===== config.mk =====
export PLATFORM = sky130hd
export DESIGN_NAME = wcas_top
export DESIGN_NICKNAME = d
export VERILOG_FILES = /design/src/core/wcas_pkg.sv /design/src/core/wcas_top.sv
export SDC_FILE = /design/constraint.sdc
export NUM_CORES = 1
export LEC_CHECK = 0
export ABC_AREA = 1
export ABC_CLOCK_PERIOD_IN_PS = 2590
export BUFFER_PORTS_ARGS = -buffer_cell sky130_fd_sc_hd__buf_2
export CORE_MARGIN = 3
export CORE_UTILIZATION = 45
export DETAILED_ROUTE_END_ITERATION = 16
export PLACE_DENSITY = 0.77
export SYNTH_ARGS = -nofsm -noshare
export SYNTH_HDL_FRONTEND = slang
export SYNTH_SLANG_ARGS = --single-unit

===== constraint.sdc =====
create_clock -name CLOCK -period 2.59 [get_ports CLOCK]
set_input_delay 0.3885 -clock CLOCK [delete_from_list [all_inputs] [get_ports CLOCK]]
set_output_delay 0.3885 -clock CLOCK [all_outputs]
set_load 0.005 [all_outputs]

===== src/core/wcas_pkg.sv =====
`default_nettype none
package wcas_pkg;
   // ======================================================================
   // Register map (byte addresses)
   localparam logic [7:0] WCAS_CTRL_OFS   = 8'h00;
   localparam logic [7:0] WCAS_TOUT_OFS   = 8'h04;
   localparam logic [7:0] WCAS_RFTOUT_OFS = 8'h08;
   localparam logic [7:0] WCAS_STAT_OFS   = 8'h0c;
   localparam logic [7:0] WCAS_MASK_OFS   = 8'h10;
   localparam logic [7:0] WCAS_CODE_OFS   = 8'h14;
   localparam logic [7:0] WCAS_LIVE_OFS   = 8'h18;
   // ======================================================================
   // Control bits
   localparam int CTRL_SDLY_EN = 0;
   localparam int CTRL_ILK_EN  = 1;
   localparam int CTRL_PART_EN = 2;
   localparam int CTRL_RFSW_EN = 3;
   localparam int CTRL_CLEAR   = 4;
   localparam logic [31:0] CTRL_RST    = 32'h0000_0000;
   localparam logic [31:0] TOUT_RST    = 32'h0000_2710;
   localparam logic [31:0] RFTOUT_RST  = 32'h0000_03e8;
   // ======================================================================
   // Status bit positions, one per alarm
   localparam int ST_N = 28;
   localparam int ST_E701 = 0;
   localparam int ST_E702 = 1;
   localparam int ST_E703 = 2;
   localparam int ST_E704 = 3;
   localparam int ST_E705 = 4;
   localparam int ST_E706 = 5;
   localparam int ST_E707 = 6;
   localparam int ST_E801 = 7;
   localparam int ST_E802 = 8;
   localparam int ST_EA01 = 9;  // EA:01..EA:06 at 9..14
   localparam int ST_EB01 = 15; // Eb:01..Eb:06 at 15..20
   localparam int ST_EB11 = 21; // Eb:11..Eb:16 at 21..26
   localparam int ST_RSVD = 27;
   // ======================================================================
   // Alarm group codes
   localparam logic [3:0] GRP_NOCYC = 4'h7;
   localparam logic [3:0] GRP_COMM  = 4'h8;
   localparam logic [3:0] GRP_HW    = 4'ha;
   localparam logic [3:0] GRP_OVL   = 4'hb;
   localparam logic [4:0] HORN_COUNT = 5'h10;
   // ======================================================================
   // Alarm code carrier
   typedef struct packed {
      logic [3:0] group;
      logic [7:0] entry;
   } wcas_code_t;
   // Overload sensor inputs, one bit per quantity
   typedef struct packed {
      logic temp;
      logic volt;
      logic power;
      logic freq;
      logic current;
      logic phase;
   } wcas_ovl_t;
   typedef enum logic [3:0] {
      CY_IDLE  = 4'b0001,
      CY_ULS   = 4'b0010,
      CY_TRIG  = 4'b0100,
      CY_WELD  = 4'b1000
   } wcas_cyc_t;
endpackage
`default_nettype wire


===== src/core/wcas_top.sv =====
// What this block does
// - Group 7 alarms raised in a cycle abort it; E7:04/E7:06/E7:07 refuse the start instead
// - E7:01 when upper limit stays active
// - E7:02 when trigger misses its time-out
// - E7:03 when sonics-delay input times out
// - E7:04 when interlock inactive at start
// - E7:05 when RF feedback misses time
// - E7:06 when part absent at start
// - E7:07 when horn number sixteen or more with RF requested
// - Link failures abort, report E8:01/E8:02
// - Link and hardware alarms hold while present
// - Hardware alarm blocks start, aborts cycle
// - Hardware codes EA:01 to EA:06
// - Idle overloads never abort or count
// - Seek overloads raise Eb:01 to Eb:05
// - Test overloads raise Eb:11 to Eb:15
// - Heat-sink Eb:06/Eb:16 hold while hot
`default_nettype none
module wcas_top
   import wcas_pkg::*;
(
   input  wire logic        CLOCK,       // 10 MHz clock
   input  wire logic        RSTN,        // Async reset, active low
   input  wire logic        PSEL,        // APB select
   input  wire logic        PENABLE,     // APB access phase
   input  wire logic        PWRITE,      // APB direction
   input  wire logic [7:0]  PADDR,       // APB byte address
   input  wire logic [31:0] PWDATA,      // APB write data
   output logic      [31:0] PRDATA,      // APB read data
   output logic             PREADY,      // APB ready
   output logic             PSLVERR,     // APB error
   input  wire logic        CYCLE_START, // Cycle start pin
   input  wire logic        UPPER_LIMIT_SWITCH, // Actuator up, active high
   input  wire logic        TRIGGER_SWITCH,     // Trigger, active high
   input  wire logic        SONICS_DELAY_IN,    // External sonics delay input
   input  wire logic        INTERLOCK_IN,       // User interlock
   input  wire logic        PART_PRESENT_IN,    // Part present
   input  wire logic        RF_SWITCH_REQ,      // RF switch requested
   input  wire logic        RF_SWITCH_FB,       // RF switch feedback
   input  wire logic [7:0]  HORN_NUMBER,        // Preset horn number
   input  wire logic        WELD_DONE,          // Weld finished normally
   input  wire logic [1:0]  LINK_FAIL,          // Serial, display link faults
   input  wire logic [5:0]  HW_FAULT,           // EA:01..EA:06 sources
   input  wire logic        SEEK_ACTIVE,        // Seek running
   input  wire logic        TEST_ACTIVE,        // Test running
   input  wire wcas_ovl_t   OVL_IN,             // Overload sensors
   output logic             CYCLE_ACTIVE,       // Weld cycle in progress
   output logic             CYCLE_ABORT,        // Abort pulse
   output logic             START_BLOCK,        // Starts refused
   output logic             WELD_COUNT_INC,     // Weld counter step
   output logic             GENERAL_ALARM,      // Any alarm latched
   output wcas_code_t       ALARM_CODE,         // Last raised code
   output logic             IRQ                 // Interrupt, active high
);
   // ======================================================================
   // Input synchronisers: all pins except HORN_NUMBER and the APB bus cross two flops
   localparam int NSYNC = 18;
   logic [NSYNC-1:0] raw_in;
   logic [NSYNC-1:0] sync1_reg;
   logic [NSYNC-1:0] sync2_reg;
   assign raw_in = {OVL_IN, HW_FAULT, LINK_FAIL, RF_SWITCH_FB, PART_PRESENT_IN,
                    INTERLOCK_IN, SONICS_DELAY_IN};
   logic [9:0] syncb1_reg;
   logic [9:0] syncb2_reg;
   // Both stages register only; nothing reads stage one but stage two
   always_ff @(posedge CLOCK or negedge RSTN)
   begin
      if (!RSTN)
      begin
         sync1_reg  <= '0;
         sync2_reg  <= '0;
         syncb1_reg <= '0;
         syncb2_reg <= '0;
      end
      else
      begin
         sync1_reg  <= raw_in;
         sync2_reg  <= sync1_reg;
         syncb1_reg <= {CYCLE_START, UPPER_LIMIT_SWITCH, TRIGGER_SWITCH, RF_SWITCH_REQ,
                        WELD_DONE, SEEK_ACTIVE, TEST_ACTIVE, 3'b000};
         syncb2_reg <= syncb1_reg;
      end
   end
   logic       s_sdly, s_ilk, s_part, s_rffb, s_start, s_uls, s_trig, s_rfreq, s_done;
   logic       s_seek, s_test;
   logic [1:0] s_link;
   logic [5:0] s_hw;
   logic [5:0] s_ovl;
   assign s_sdly  = sync2_reg[0];
   assign s_ilk   = sync2_reg[1];
   assign s_part  = sync2_reg[2];
   assign s_rffb  = sync2_reg[3];
   assign s_link  = sync2_reg[5:4];
   assign s_hw    = sync2_reg[11:6];
   assign s_ovl   = sync2_reg[17:12];
   assign s_start = syncb2_reg[9];
   assign s_uls   = syncb2_reg[8];
   assign s_trig  = syncb2_reg[7];
   assign s_rfreq = syncb2_reg[6];
   assign s_done  = syncb2_reg[5];
   assign s_seek  = syncb2_reg[4];
   assign s_test  = syncb2_reg[3];

   // ======================================================================
   // Registers
   logic [31:0]   ctrl_reg, ctrl_next;
   logic [31:0]   tout_reg, tout_next;
   logic [31:0]   rftout_reg, rftout_next;
   logic [ST_N-1:0] stat_reg, stat_next;
   logic [ST_N-1:0] mask_reg, mask_next;
   wcas_code_t    code_reg, code_next;
   logic [31:0]   prdata_reg, prdata_next;
   logic          wr_en, rd_en, addr_ok;
   logic [ST_N-1:0] evt;     // Alarm set pulses or levels
   logic [ST_N-1:0] persist; // Conditions still present
   assign wr_en = PSEL && PENABLE && PWRITE;
   assign rd_en = PSEL && !PENABLE && !PWRITE; // Captured in setup phase
   assign addr_ok = (PADDR <= WCAS_LIVE_OFS) && (PADDR[1:0] == 2'b00);
   assign PREADY  = 1'b1;
   assign PSLVERR = PSEL && PENABLE && !addr_ok;
   assign PRDATA  = prdata_reg;

   // ======================================================================
   // Cycle sequencer with time-out counter
   wcas_cyc_t   cyc_reg, cyc_next;
   logic [31:0] tcnt_reg, tcnt_next;
   logic [31:0] rfcnt_reg, rfcnt_next;
   logic        rfwait_reg, rfwait_next;
   logic        start_d_reg, start_d_next;
   logic        abort_reg, abort_next;
   logic        cnt_reg, cnt_next;
   logic        start_edge, nocyc_hit, hw_any, link_any, abort_cond;
   logic        ovl_ok;
   assign start_edge = s_start && !start_d_reg;
   assign hw_any     = |s_hw;
   assign link_any   = |s_link;
   assign nocyc_hit  = |evt[ST_E707:ST_E701];
   assign abort_cond = (cyc_reg != CY_IDLE) && (nocyc_hit || link_any || hw_any);

   always_comb
   begin
      cyc_next     = cyc_reg;
      tcnt_next    = tcnt_reg;
      rfcnt_next   = rfcnt_reg;
      rfwait_next  = rfwait_reg;
      start_d_next = s_start;
      abort_next   = 1'b0;
      cnt_next     = 1'b0;
      evt          = '0;
      // time-out counts down, reloaded on each cycle event
      if (tcnt_reg != 32'h0)
         tcnt_next = tcnt_reg - 32'h1;
      case (cyc_reg)
         CY_IDLE:
         begin
            // starts refused while hardware alarm stands
            if (start_edge && !hw_any && !link_any)
            begin
               if (ctrl_reg[CTRL_ILK_EN] && !s_ilk)
                  evt[ST_E704] = 1'b1;
               if (ctrl_reg[CTRL_PART_EN] && !s_part)
                  evt[ST_E706] = 1'b1;
               if (s_rfreq && ({1'b0, HORN_NUMBER} >= {4'h0, HORN_COUNT}))
                  evt[ST_E707] = 1'b1;
               if (evt[ST_E707:ST_E701] == 7'h0)
               begin
                  cyc_next  = CY_ULS;
                  tcnt_next = tout_reg;
               end
            end
         end
         CY_ULS:
         begin
            if (!s_uls)
            begin
               cyc_next  = CY_TRIG;
               tcnt_next = tout_reg;
            end
            else if (tcnt_reg == 32'h0)
               evt[ST_E701] = 1'b1;
         end
         CY_TRIG:
         begin
            if (s_trig)
            begin
               cyc_next  = CY_WELD;
               tcnt_next = tout_reg;
            end
            else if (tcnt_reg == 32'h0)
               evt[ST_E702] = 1'b1;
         end
         CY_WELD:
         begin
            if (ctrl_reg[CTRL_SDLY_EN] && !s_sdly && tcnt_reg == 32'h0)
               evt[ST_E703] = 1'b1;
            if (s_done)
            begin
               cyc_next = CY_IDLE;
               cnt_next = 1'b1;
            end
         end
         default: cyc_next = CY_IDLE;
      endcase
      if (!rfwait_reg && s_rfreq && ctrl_reg[CTRL_RFSW_EN])
      begin
         rfwait_next = 1'b1;
         rfcnt_next  = rftout_reg;
      end
      else if (rfwait_reg)
      begin
         if (s_rffb || !s_rfreq)
            rfwait_next = 1'b0;
         else if (rfcnt_reg == 32'h0)
         begin
            evt[ST_E705] = 1'b1;
            rfwait_next  = 1'b0;
         end
         else
            rfcnt_next = rfcnt_reg - 32'h1;
      end
      evt[ST_E802:ST_E801] = s_link;
      evt[ST_EA01+5:ST_EA01] = s_hw;
      // overloads only when no weld cycle runs
      ovl_ok = (cyc_reg == CY_IDLE);
      evt[ST_EB01+5:ST_EB01] = (ovl_ok && s_seek) ? s_ovl : 6'h0;
      evt[ST_EB11+5:ST_EB11] = (ovl_ok && s_test) ? s_ovl : 6'h0;
      if (abort_cond)
      begin
         cyc_next   = CY_IDLE;
         abort_next = 1'b1;
         cnt_next   = 1'b0;
      end
   end

   always_ff @(posedge CLOCK or negedge RSTN)
   begin
      if (!RSTN)
      begin
         cyc_reg     <= CY_IDLE;
         tcnt_reg    <= 32'h0;
         rfcnt_reg   <= 32'h0;
         rfwait_reg  <= 1'b0;
         start_d_reg <= 1'b0;
         abort_reg   <= 1'b0;
         cnt_reg     <= 1'b0;
      end
      else
      begin
         cyc_reg     <= cyc_next;
         tcnt_reg    <= tcnt_next;
         rfcnt_reg   <= rfcnt_next;
         rfwait_reg  <= rfwait_next;
         start_d_reg <= start_d_next;
         abort_reg   <= abort_next;
         cnt_reg     <= cnt_next;
      end
   end

   // ======================================================================
   // Register file, sticky status; set beats clear
   // Held alarms cannot be cleared while their cause remains
   assign persist = {1'b0, 6'h0, 6'h0, s_hw, s_link, 7'h0};
   logic [ST_N-1:0] hold;
   always_comb
   begin
      ctrl_next   = ctrl_reg;
      tout_next   = tout_reg;
      rftout_next = rftout_reg;
      mask_next   = mask_reg;
      code_next   = code_reg;
      prdata_next = 32'h0;
      hold        = persist;
      // temperature alarms hold while still hot
      hold[ST_EB01+5] = stat_reg[ST_EB01+5] & s_ovl[5];
      hold[ST_EB11+5] = stat_reg[ST_EB11+5] & s_ovl[5];
      stat_next   = stat_reg;
      if (wr_en && PADDR == WCAS_STAT_OFS)
         stat_next = stat_reg & ~PWDATA[ST_N-1:0];
      if (wr_en && PADDR == WCAS_CTRL_OFS && PWDATA[CTRL_CLEAR])
         stat_next = '0;
      stat_next = stat_next | evt | (hold & stat_reg);
      if (wr_en)
      begin
         case (PADDR)
            WCAS_CTRL_OFS:   ctrl_next   = {28'h0, PWDATA[3:0]};
            WCAS_TOUT_OFS:   tout_next   = PWDATA;
            WCAS_RFTOUT_OFS: rftout_next = PWDATA;
            WCAS_MASK_OFS:   mask_next   = PWDATA[ST_N-1:0];
            default:         ctrl_next   = ctrl_reg;
         endcase
      end
      // latch group and entry of newest alarm
      for (int i = 0; i < ST_N; i++)
      begin
         if (evt[i] && !stat_reg[i])
         begin
            if (i <= ST_E707)
               code_next = '{GRP_NOCYC, 8'(i + 1)};
            else if (i <= ST_E802)
               code_next = '{GRP_COMM, 8'(i - ST_E801 + 1)};
            else if (i < ST_EB01)
               code_next = '{GRP_HW, 8'(i - ST_EA01 + 1)};
            else if (i < ST_EB11)
               code_next = '{GRP_OVL, 8'(i - ST_EB01 + 1)};
            else
               code_next = '{GRP_OVL, 8'(i - ST_EB11 + 17)};
         end
      end
      if (stat_next == '0)
         code_next = '{4'h0, 8'h00};
      if (rd_en)
      begin
         case (PADDR)
            WCAS_CTRL_OFS:   prdata_next = ctrl_reg;
            WCAS_TOUT_OFS:   prdata_next = tout_reg;
            WCAS_RFTOUT_OFS: prdata_next = rftout_reg;
            WCAS_STAT_OFS:   prdata_next = {4'h0, stat_reg};
            WCAS_MASK_OFS:   prdata_next = {4'h0, mask_reg};
            WCAS_CODE_OFS:   prdata_next = {20'h0, code_reg};
            WCAS_LIVE_OFS:   prdata_next = {28'h0, cyc_reg};
            default:         prdata_next = 32'h0;
         endcase
      end
   end

   always_ff @(posedge CLOCK or negedge RSTN)
   begin
      if (!RSTN)
      begin
         ctrl_reg   <= CTRL_RST;
         tout_reg   <= TOUT_RST;
         rftout_reg <= RFTOUT_RST;
         stat_reg   <= '0;
         mask_reg   <= '0;
         code_reg   <= '{4'h0, 8'h00};
         prdata_reg <= 32'h0;
      end
      else
      begin
         ctrl_reg   <= ctrl_next;
         tout_reg   <= tout_next;
         rftout_reg <= rftout_next;
         stat_reg   <= stat_next;
         mask_reg   <= mask_next;
         code_reg   <= code_next;
         prdata_reg <= prdata_next;
      end
   end

   // ======================================================================
   // Outputs
   assign CYCLE_ACTIVE   = (cyc_reg != CY_IDLE);
   assign CYCLE_ABORT    = abort_reg;
   assign WELD_COUNT_INC = cnt_reg;
   assign START_BLOCK    = hw_any || link_any;
   // general alarm while any status bit stands
   assign GENERAL_ALARM  = |stat_reg;
   assign ALARM_CODE     = code_reg;
   assign IRQ            = |(stat_reg & mask_reg);

   // ======================================================================
   // Checks
   property p_nocyc_abort;
      @(posedge CLOCK) disable iff (!RSTN)
      (cyc_reg != CY_IDLE && nocyc_hit) |=> CYCLE_ABORT && !CYCLE_ACTIVE;
   endproperty
   a_nocyc_abort: assert property (p_nocyc_abort) else $error("no-cycle alarm did not abort");
   property p_uls_tout;
      @(posedge CLOCK) disable iff (!RSTN)
      (cyc_reg == CY_ULS && s_uls && tcnt_reg == 32'h0) |=> stat_reg[ST_E701];
   endproperty
   a_uls_tout: assert property (p_uls_tout) else $error("E7:01 missing");
   property p_trig_tout;
      @(posedge CLOCK) disable iff (!RSTN)
      (cyc_reg == CY_TRIG && !s_trig && tcnt_reg == 32'h0) |=> stat_reg[ST_E702] ##1 !CYCLE_ACTIVE;
   endproperty
   a_trig_tout: assert property (p_trig_tout) else $error("E7:02 missing");
   property p_ilk;
      @(posedge CLOCK) disable iff (!RSTN)
      (cyc_reg == CY_IDLE && start_edge && !START_BLOCK && ctrl_reg[CTRL_ILK_EN] && !s_ilk)
         |=> stat_reg[ST_E704] && !CYCLE_ACTIVE;
   endproperty
   a_ilk: assert property (p_ilk) else $error("E7:04 missing");
   property p_link_hold;
      @(posedge CLOCK) disable iff (!RSTN)
      s_link[0] |=> stat_reg[ST_E801];
   endproperty
   a_link_hold: assert property (p_link_hold) else $error("E8:01 not held");
   property p_hw_block;
      @(posedge CLOCK) disable iff (!RSTN)
      (hw_any && cyc_reg == CY_IDLE) |=> !CYCLE_ACTIVE;
   endproperty
   a_hw_block: assert property (p_hw_block) else $error("cycle started under hardware alarm");
   property p_ovl_idle;
      @(posedge CLOCK) disable iff (!RSTN)
      (cyc_reg == CY_IDLE && !nocyc_hit && !hw_any && !link_any) |=> !CYCLE_ABORT && !WELD_COUNT_INC;
   endproperty
   a_ovl_idle: assert property (p_ovl_idle) else $error("idle overload disturbed cycle");
   property p_gen;
      @(posedge CLOCK) disable iff (!RSTN)
      $rose(GENERAL_ALARM) |-> ALARM_CODE.group != 4'h0;
   endproperty
   a_gen: assert property (p_gen) else $error("general alarm without code");
endmodule // wcas_top
`default_nettype wire


==> impl_metrics.toml, run 1 <==
[run_status]
status = "finished with violations"
violations = "setup timing"

[yosys]
synth_edf_count = 0
yosysMostFrequentCell = "nand2_1"
ys_types = 64
synthCells = 1530
avgSynthCellArea_um2 = 8.685
ys_top_cells_by_area = "dfrtp_1, nand2_1, o21ai_0, inv_1, nor2_1"
async_flop_share = 1.000
synth_top_area_share = 0.5160
ys_seq_area_frac = 0.5397
yosys_warnings = 0
synthTopCellsByCount = "nand2_1, dfrtp_1, inv_1, o21ai_0, nor2_1"
synthFlopType = "dfrtp_1"
syn_area_mm2 = 0.01329
yosys_register_bits = 286
synth.largest_area_cell = "dfrtp_1"

[drt]
wl_per_cell_um = 18.02
drt_pass1_iterations = 7
vias = 12200
wirelength_um = 40340
drtIter0Drc = 1286
ant_nets = 0
drc = 0
viasPerCell = 5.450

[die]
start_util = 0.4592
die_w_um = 177.8
rows = 62
die_h_um = 177.8
io_pins = 130
core_area_mm2 = 0.02894
design.die.area_mm2 = 0.03163

[clock_tree]
cts.clk_slew.worst_paths_ps = 60
clock_sinks = 286
h-tree-depth = 1
cts_tree = "done"
clock_latency_ps = 560
cts-root-buf = "clkbuf_16"
cts_buffers = 30
cts_buffer_depth = 3

[setup_path]
worstSetupEndpointType = "register"
critPathRequiredTime_ps = 3020
max_stage_delay_ps = 390
crit_chain = "inv_2 > buf_4 > nand2_2 > nor2_2 > inv_2 > nor2_4 > nand2_2 > nor2_4 > nand2_2 > or3_4 > nor3_4 > nand4_4 > nor2_4 > nand3_4 > nor3_2 > xnor2_1 > o211ai_1"
critPathLaunchType = "register"
crit_slowest_cell = "dfrtp_1"
cp-startpoint = "rfcnt_reg[0]"
path_max_fanout = 3
critPathArrivalTime_ps = 3030
timing.rr.start = "rfcnt_reg[0]"
path_class = "register to register"

[timing]
final.period_utilization = 1.003
setup_viol = 1
fin_skew_ps = 8.877
relSlewSlack = 0.4769
rsz0062_at_grt = "yes"
fmax_mhz = 384.9
hold_viol = 0
period_needed_ps = 2598
final_max_slew_viol_count = 0
setup_tns_ps = -8.087
worst_pin_slew_ps = 784.7
worst_slack_ps = -8.087

[power_and_ir_drop]
p_int_uw = 9262
power_leakage_uw = 0.008102
p_clk_frac = 0.333
power_switching_uw = 4001
powerDensity_mw_per_mm2 = 774.4
pwr-share-comb = 0.275
switching_share = 0.3017
vdd_drop_max_mv = 0.5923
sequentialPowerShare = 0.392

[global_route]
overflow = 0
grtUsageTotal = 0.2561
grt_max_degree = 91
grt_pass1_vias = 12030
grt_pass1_wl_um = 63890
grt_antenna_before_repair = 1

[worst_hold_path]
min_from = "PWDATA[0]"
worstHoldPathType = "input pin to register"

[run]
drv_cap = 0

[layout]
drive_above_1_share = 0.2422
area_delta_synth_final_pct = 28.90
nets = 1913
nFillCells = 2444

[placement]
io_buffer_count = 120
place.gp.congestion = 0.9839
pre_cts_slack_ps = -367.1
dpl.hpwl_um = 29650
[path summary, 6_finish.rpt]
check | endpoint | slack (ps) | cells past startpoint
min reg2reg | syncb2_reg[7] | 350 | 0
max reg2reg | rfcnt_reg[29] | -8 | 17
max in group asynchronous | tout_reg[9] | 1330 | 3
min | ctrl_reg[0] | 70 | 3
max | rfcnt_reg[29] | -8 | 17
min in group asynchronous | rfcnt_reg[2] | 430 | 2
[power groups by stage]
stage | registers, uW | logic [uW] | clock network, uW
final | 5200 | 3650 | 4420
after global routing | 5250 | 3980 | 4670
after CTS | 5180 | 3420 | 4470
after detailed placement | 5250 | 3310 | 0
after global placement | 5240 | 3240 | 0
after floorplan | 5280 | 1600 | 0
[per-stage QoR]
| step | instance area [um2] | power [uW] | util | hold slack, ps | instances |
|---|---|---|---|---|---|
| final | 17130 | 13260 | 0.5919 | 66.88 | 2239 |
| after global routing | 17130 | 13910 | 0.5918 | 60.15 | 2238 |
| after CTS | 16880 | 13070 | 0.5833 | 50.30 | 2233 |
| after detailed placement | 15520 | 8556 | 0.5363 | 334.7 | 2150 |
| after global placement | 15520 | 8484 | 0.5363 | 332.1 | 2150 |
| after floorplan | 13300 | 6881 | - | 92.91 | 1533 |
[kinds of logic after synthesis]
group,count (synthesis),share of synthesized area
and+or+nand+nor,597,0.1970
AOI/OAI and AO/OA,353,0.1604
DFF,286,0.5397
buffers and inverters,249,0.07316
xor gates and xnor gates,40,0.02637
adders and majority gates,3,0.002825
other,2,0.0005652
[cell type report]
class	instances	area, um2	share of cell area
clock buffers	46	902.1	0.05267
clock inverters	8	120.1	0.007013
multi-input cells	998	5416	0.3162
well taps	384	480.5	0.02805
repair buffers	321	2300	0.1343
flip-flops and latches	286	7173	0.4188
diodes	1	2.502	0.0001461
inverters	195	733.2	0.04281
[worst max-delay path, delay by kind of cell, from the launching register on]
| family | cells | cell delay, ps |
|---|---|---|
| xor+xnor | 1 | 130 |
| compound gates | 1 | 100 |
| flops | 1 | 390 |
| buf+inv | 3 | 260 |
| simple gates | 12 | 1580 |
[layout by cell type (no fill, tap or decap), types with 11 or more instances in the layout]
cell type,netlist,layout
nand2_1,323,311
dfrtp_1,274,273
inv_1,185,177
o21ai_0,175,172
buf_4,5,163
buf_2,2,119
nor2_1,126,108
nand3_1,45,41
a21oi_1,40,38
o22ai_1,35,34
clkbuf_16,0,31
nor3_1,36,30
xor2_1,27,27
a221oi_1,27,27
dlygate4sd3_1,0,26
nor2_2,7,21
o211ai_1,21,21
nor4_1,20,19
nand4_1,16,16
nand2_2,3,14
inv_2,6,14
xnor2_1,13,12
dfstp_2,12,12
o221ai_1,11,11
[repair_timing]
item / CTS / global route
gates resized for setup: 14 / 63
buffers inserted: 3 / 8
endpoints found under the setup margin: 11 / 19
hold endpoints to repair: 103 / 0
hold buffers: 26 / 0
pin swaps: 3 / 22
[per-layer routing]
layer / GRT usage / vias to the layer above / routed length (um)
met3: 0.03252 / 96 / 2743
li1: - / 5716 / -
met1: 0.3463 / 5869 / 16840
met4: 0.09620 / 2 / 1458
met2: 0.4231 / 519 / 19290
met5: 0 / - / 11
(Power assumes the default switching activity.)
==> run 2, diff against run 1 <==
- CORE_UTILIZATION: 45 -> 30
- PLACE_DENSITY: 0.77 -> 0.59
==> run 2 against run 1 <==
- the run still ends with setup timing left
- global-route usage shrank 7.6 points
- final cell count grew 9.8%
- sequential power is essentially flat
- total power grew 4.8%
- clock skew grew 14 ps
- wire length grew 6.6%
- design area grew 3.7%
- via count shrank 0.24%
- count of clock-buffer cells in the layout grew 2
==> impl_metrics.toml, run 2 (synthesis results as in run 1) <==
[clock_tree]
clock_latency_ps = 520
cts_buffers = 34
cts_tree = "done"
cts_buffer_depth = 3
cts.clk_slew.worst_paths_ps = 60
h-tree-depth = 2
clock_sinks = 286
cts-root-buf = "clkbuf_16"

[drt]
drc = 0
viasPerCell = 4.952
wirelength_um = 43000
drtIter0Drc = 907
vias = 12170
ant_nets = 0
wl_per_cell_um = 17.49
drt_pass1_iterations = 6

[timing]
final.period_utilization = 1.016
rsz0062_at_grt = "yes"
hold_viol = 0
worst_pin_slew_ps = 655.3
fmax_mhz = 380.0
worst_slack_ps = -41.92
setup_viol = 2
relSlewSlack = 0.5518
fin_hold_ws_ps = 105.9
period_needed_ps = 2632
fin_skew_ps = 22.71
final_max_slew_viol_count = 0

[power_and_ir_drop]
powerDensity_mw_per_mm2 = 783.0
vdd_drop_max_mv = 0.4965
p_total_uw = 13900
power_leakage_uw = 0.008270

[die]
io_pins = 130
die_h_um = 216.5
rows = 76
design.die.area_mm2 = 0.04685
start_util = 0.3058
core_area_mm2 = 0.04346
die_w_um = 216.5

[setup_path]
critPathRequiredTime_ps = 2950
critPathArrivalTime_ps = 2990
cp-startpoint = "rfcnt_reg[5]"
worstSetupEndpointType = "register"
timing.rr.start = "rfcnt_reg[5]"
path_class = "register to register"
path_max_fanout = 3
critPathLaunchType = "register"

[placement]
place.gp.congestion = 0.9481
placed_cell_area_mm2 = 0.01581
io_buffer_count = 120
pre_cts_slack_ps = -453.0
dpl.hpwl_um = 32010

[layout]
most-common-layout-cells = "nand2_1, dfrtp_1, inv_1, buf_4, o21ai_0"
seq_area_mm2 = 0.007172
nFillCells = 4374
drive_above_1_share = 0.2637
area_delta_synth_final_pct = 33.64
post-route-util = 0.4086
nets = 1929
stdcell_area_mm2 = 0.01776
layout_commonest_cell = "nand2_1"
diodes = 0
multiInputGateArea_mm2 = 0.005578

[worst_hold_path]
min_from = "PWDATA[3]"
worstHoldPathType = "input pin to register"

[global_route]
grt_use_met1 = 0.2542
grt_max_degree = 108
use_met3 = 0.02734
grt-busiest-layer = "met2"
grt_antenna_before_repair = 3
grt_pass1_wl_um = 66830
grt_pass1_vias = 12130
use_met2 = 0.2867
grtUsageTotal = 0.1804
overflow = 0

[run]
drv_cap = 0

[run_status]
status = "finished with violations"
violations = "setup timing"
-- run 2: through the flow --
stage                     setup TNS [ps]  cells
after floorplan                        0   1533
after global placement             -2804   2358
after detailed placement           -3086   2358
after CTS                         -2.123   2450
after global routing              -697.6   2458
final                             -80.24   2458
-- run 2: layout make-up --
type | instances | area share
clock buffer | 48 | 0.05376
tap | 585 | 0.04122
inverter | 195 | 0.04157
timing repair buffer | 333 | 0.1341
sequential | 286 | 0.4039
multi-input combinational | 998 | 0.3141
clock inverter | 13 | 0.01141
-- run 2: power by group --
part	switching, uW	leakage [uW]	internal (uW)
Combinational	1980	0.00411	1720
Clock	1900	0.000560	3080
Sequential	313	0.00360	4910
Total	4190	0.00827	9710
-- run 2: metal layers --
layer | share of wire | vias up
met5 | 0.00030 | -
met4 | 0.029 | 2
met3 | 0.061 | 83
met2 | 0.45 | 411
met1 | 0.46 | 5913
li1 | - | 5764
-- run 2: final timing paths --
check	endpoint	slack [ps]	cells past startpoint
worst max-delay path	rfcnt_reg[25]	-40	16
max in group asynchronous	sync1_reg[1]	1280	3
worst min-delay path	ctrl_reg[3]	110	3
worst max register to register	rfcnt_reg[25]	-40	16
min in group asynchronous	tout_reg[30]	380	2
worst min register to register	syncb2_reg[7]	350	0
-- run 2: worst max-delay path, stage by stage (launching register included) --
cell      delay (ps)
dfrtp_1          380
or2_4            270
nor2_4           120
inv_2             60
nor2_4            90
nand2_1           70
nor2_2           120
nand2_1           90
or3_4            370
nor3_4           150
nand4_2          160
nor2_4           140
buf_4            120
buf_6             90
a21oi_2           50
a21oi_2          100
o221ai_1         100
-- run 2: timing repair --
action,4_1_cts,5_1_grt
hold endpoints to repair,67,0
gates resized for setup,21,100
hold buffers,26,0
endpoints found under the setup margin,9,16
pin swaps,4,36
setup buffers,5,10
==> run 3, diff against run 2 <==
- CORE_UTILIZATION: 30 -> 50
- PLACE_DENSITY: 0.59 -> 0.83
- SETUP_SLACK_MARGIN: default -> 0.1
==> run 3 against run 2 <==
- the run still ends with setup timing left
- core utilization up 27 points
- final cell count down 9.2%
- count of clock-buffer cells in the layout down 8
- total power down 0.42%
- die area down 39%
- fmax up 0.17%
- critical endpoint is now rfcnt_reg[29]
- largest cell class unchanged
- highest routed layer unchanged
==> impl_metrics.toml, run 3 (synthesis results as in run 1) <==
[drt]
vias = 12560
wl_per_cell_um = 18.68
viasPerCell = 5.627
drtIter0Drc = 1140
ant_nets = 0
drc = 0
drt_pass1_iterations = 7
wirelength_um = 41700

[timing]
final_max_slew_viol_count = 0
relSlewSlack = 0.5247
fin_hold_ws_ps = 35.12
fmax_mhz = 380.6
final.period_utilization = 1.014
worst_pin_slew_ps = 712.1
rsz0062_at_grt = "yes"
period_needed_ps = 2627
fin_skew_ps = 17.60
hold_viol = 0
worst_slack_ps = -37.39
setup_viol = 1

[run]
drv_cap = 0

[clock_tree]
clock_sinks = 286
cts.clk_slew.worst_paths_ps = 60
cts_buffer_depth = 3
clock_latency_ps = 580
h-tree-depth = 1
cts_buffers = 31
cts-root-buf = "clkbuf_16"
cts_tree = "done"

[worst_hold_path]
worstHoldPathType = "input pin to register"
min_to = "ctrl_reg[0]"
hold_path_depth = 3
min_from = "PWDATA[0]"

[die]
design.die.area_mm2 = 0.02857
die_w_um = 169.0
rows = 59
die_h_um = 169.0
core_area_mm2 = 0.02606
start_util = 0.5099
io_pins = 130

[setup_path]
critPathLaunchType = "register"
timing.rr.start = "rfcnt_reg[6]"
critPathRequiredTime_ps = 3030
path_max_fanout = 3
cp-startpoint = "rfcnt_reg[6]"
reg2reg_depth = 15
worstSetupEndpointType = "register"
path_class = "register to register"
r2r_end = "rfcnt_reg[29]"
rrSetupSlack_ps = -40
critPathArrivalTime_ps = 3070

[placement]
place.gp.congestion = 0.9944
io_buffer_count = 120
dpl.hpwl_um = 29310
pre_cts_slack_ps = -317.4

[power_and_ir_drop]
vdd_drop_max_mv = 0.5996
power_leakage_uw = 0.008378
p_total_uw = 13850
powerDensity_mw_per_mm2 = 783.5

[layout]
post-route-util = 0.6782
drive_above_1_share = 0.2785
layout_commonest_cell = "nand2_1"
area_delta_synth_final_pct = 32.99
most-common-layout-cells = "nand2_1, dfrtp_1, buf_4, inv_1, o21ai_0"
nets = 1952

[global_route]
overflow = 0
grt_pass1_wl_um = 64940
grt_max_degree = 65
grtUsageTotal = 0.2853
grt_antenna_before_repair = 2
grt_pass1_vias = 12550

[run_status]
status = "finished with violations"
violations = "setup timing"
-- run 3: worst max-delay path, cell delays in order (launching register included) --
cell,delay [ps]
dfrtp_1,380
or2_4,270
nor2_4,140
inv_2,60
nor2_4,100
nand2_2,70
nor2_4,90
nand2_2,60
or3_4,360
nor3_4,160
nand4_2,150
nor2_4,170
nand3_4,120
nor3_4,130
xnor2_1,130
o211ai_1,100
-- run 3: per-stage QoR --
step / cell area (um2) / instances / TNS (ps)
after floorplan: 13330 / 1533 / 0
after global routing: 17670 / 2231 / -1329
after CTS: 17220 / 2210 / -59.89
after detailed placement: 15480 / 2101 / -2319
after global placement: 15480 / 2101 / -1612
final: 17670 / 2232 / -37.39
-- run 3: cell type report --
cell class              count  area [um2]
diodes                      1       2.502
flip-flops and latches    286        7173
well taps                 335       419.2
fillers                  1955        8387
repair buffers            359        2609
multi-input cells         998        5604
inverters                 195       753.2
clock inverters            18       241.5
clock buffers              40       869.6
-- run 3: per-layer routing --
metal / up-vias / part of all wire / global-route usage
li1: 5819 / - / -
met1: 6031 / 0.40 / 0.3683
met2: 591 / 0.48 / 0.4684
met3: 117 / 0.081 / 0.05558
met4: 2 / 0.045 / 0.1313
met5: - / 0.00017 / 0
-- run 3: timing repair --
action	in CTS	in global routing
endpoints found under the setup margin	18	31
hold buffers	26	0
hold endpoints to repair	77	0
resized for setup	45	81
setup buffers	25	23
pin swaps	25	46
-- run 3: worst max path at each step --
stage | to | slack [ps] | cells past startpoint
after floorplan | rfcnt_reg[29] | 90 | 15
after global placement | ALARM_CODE[8] | -230 | 17
after detailed placement | ALARM_CODE[9] | -320 | 16
after CTS | rfcnt_reg[29] | -60 | 15
after global routing | ALARM_CODE[0] | -230 | 29
final | rfcnt_reg[29] | -40 | 15
-- run 3: report_power, final --
group / switching [uW] / leakage, uW / internal, uW
Clock: 1870 / 0.000551 / 2880
Combinational: 2070 / 0.00423 / 1800
Sequential: 314 / 0.00360 / 4910
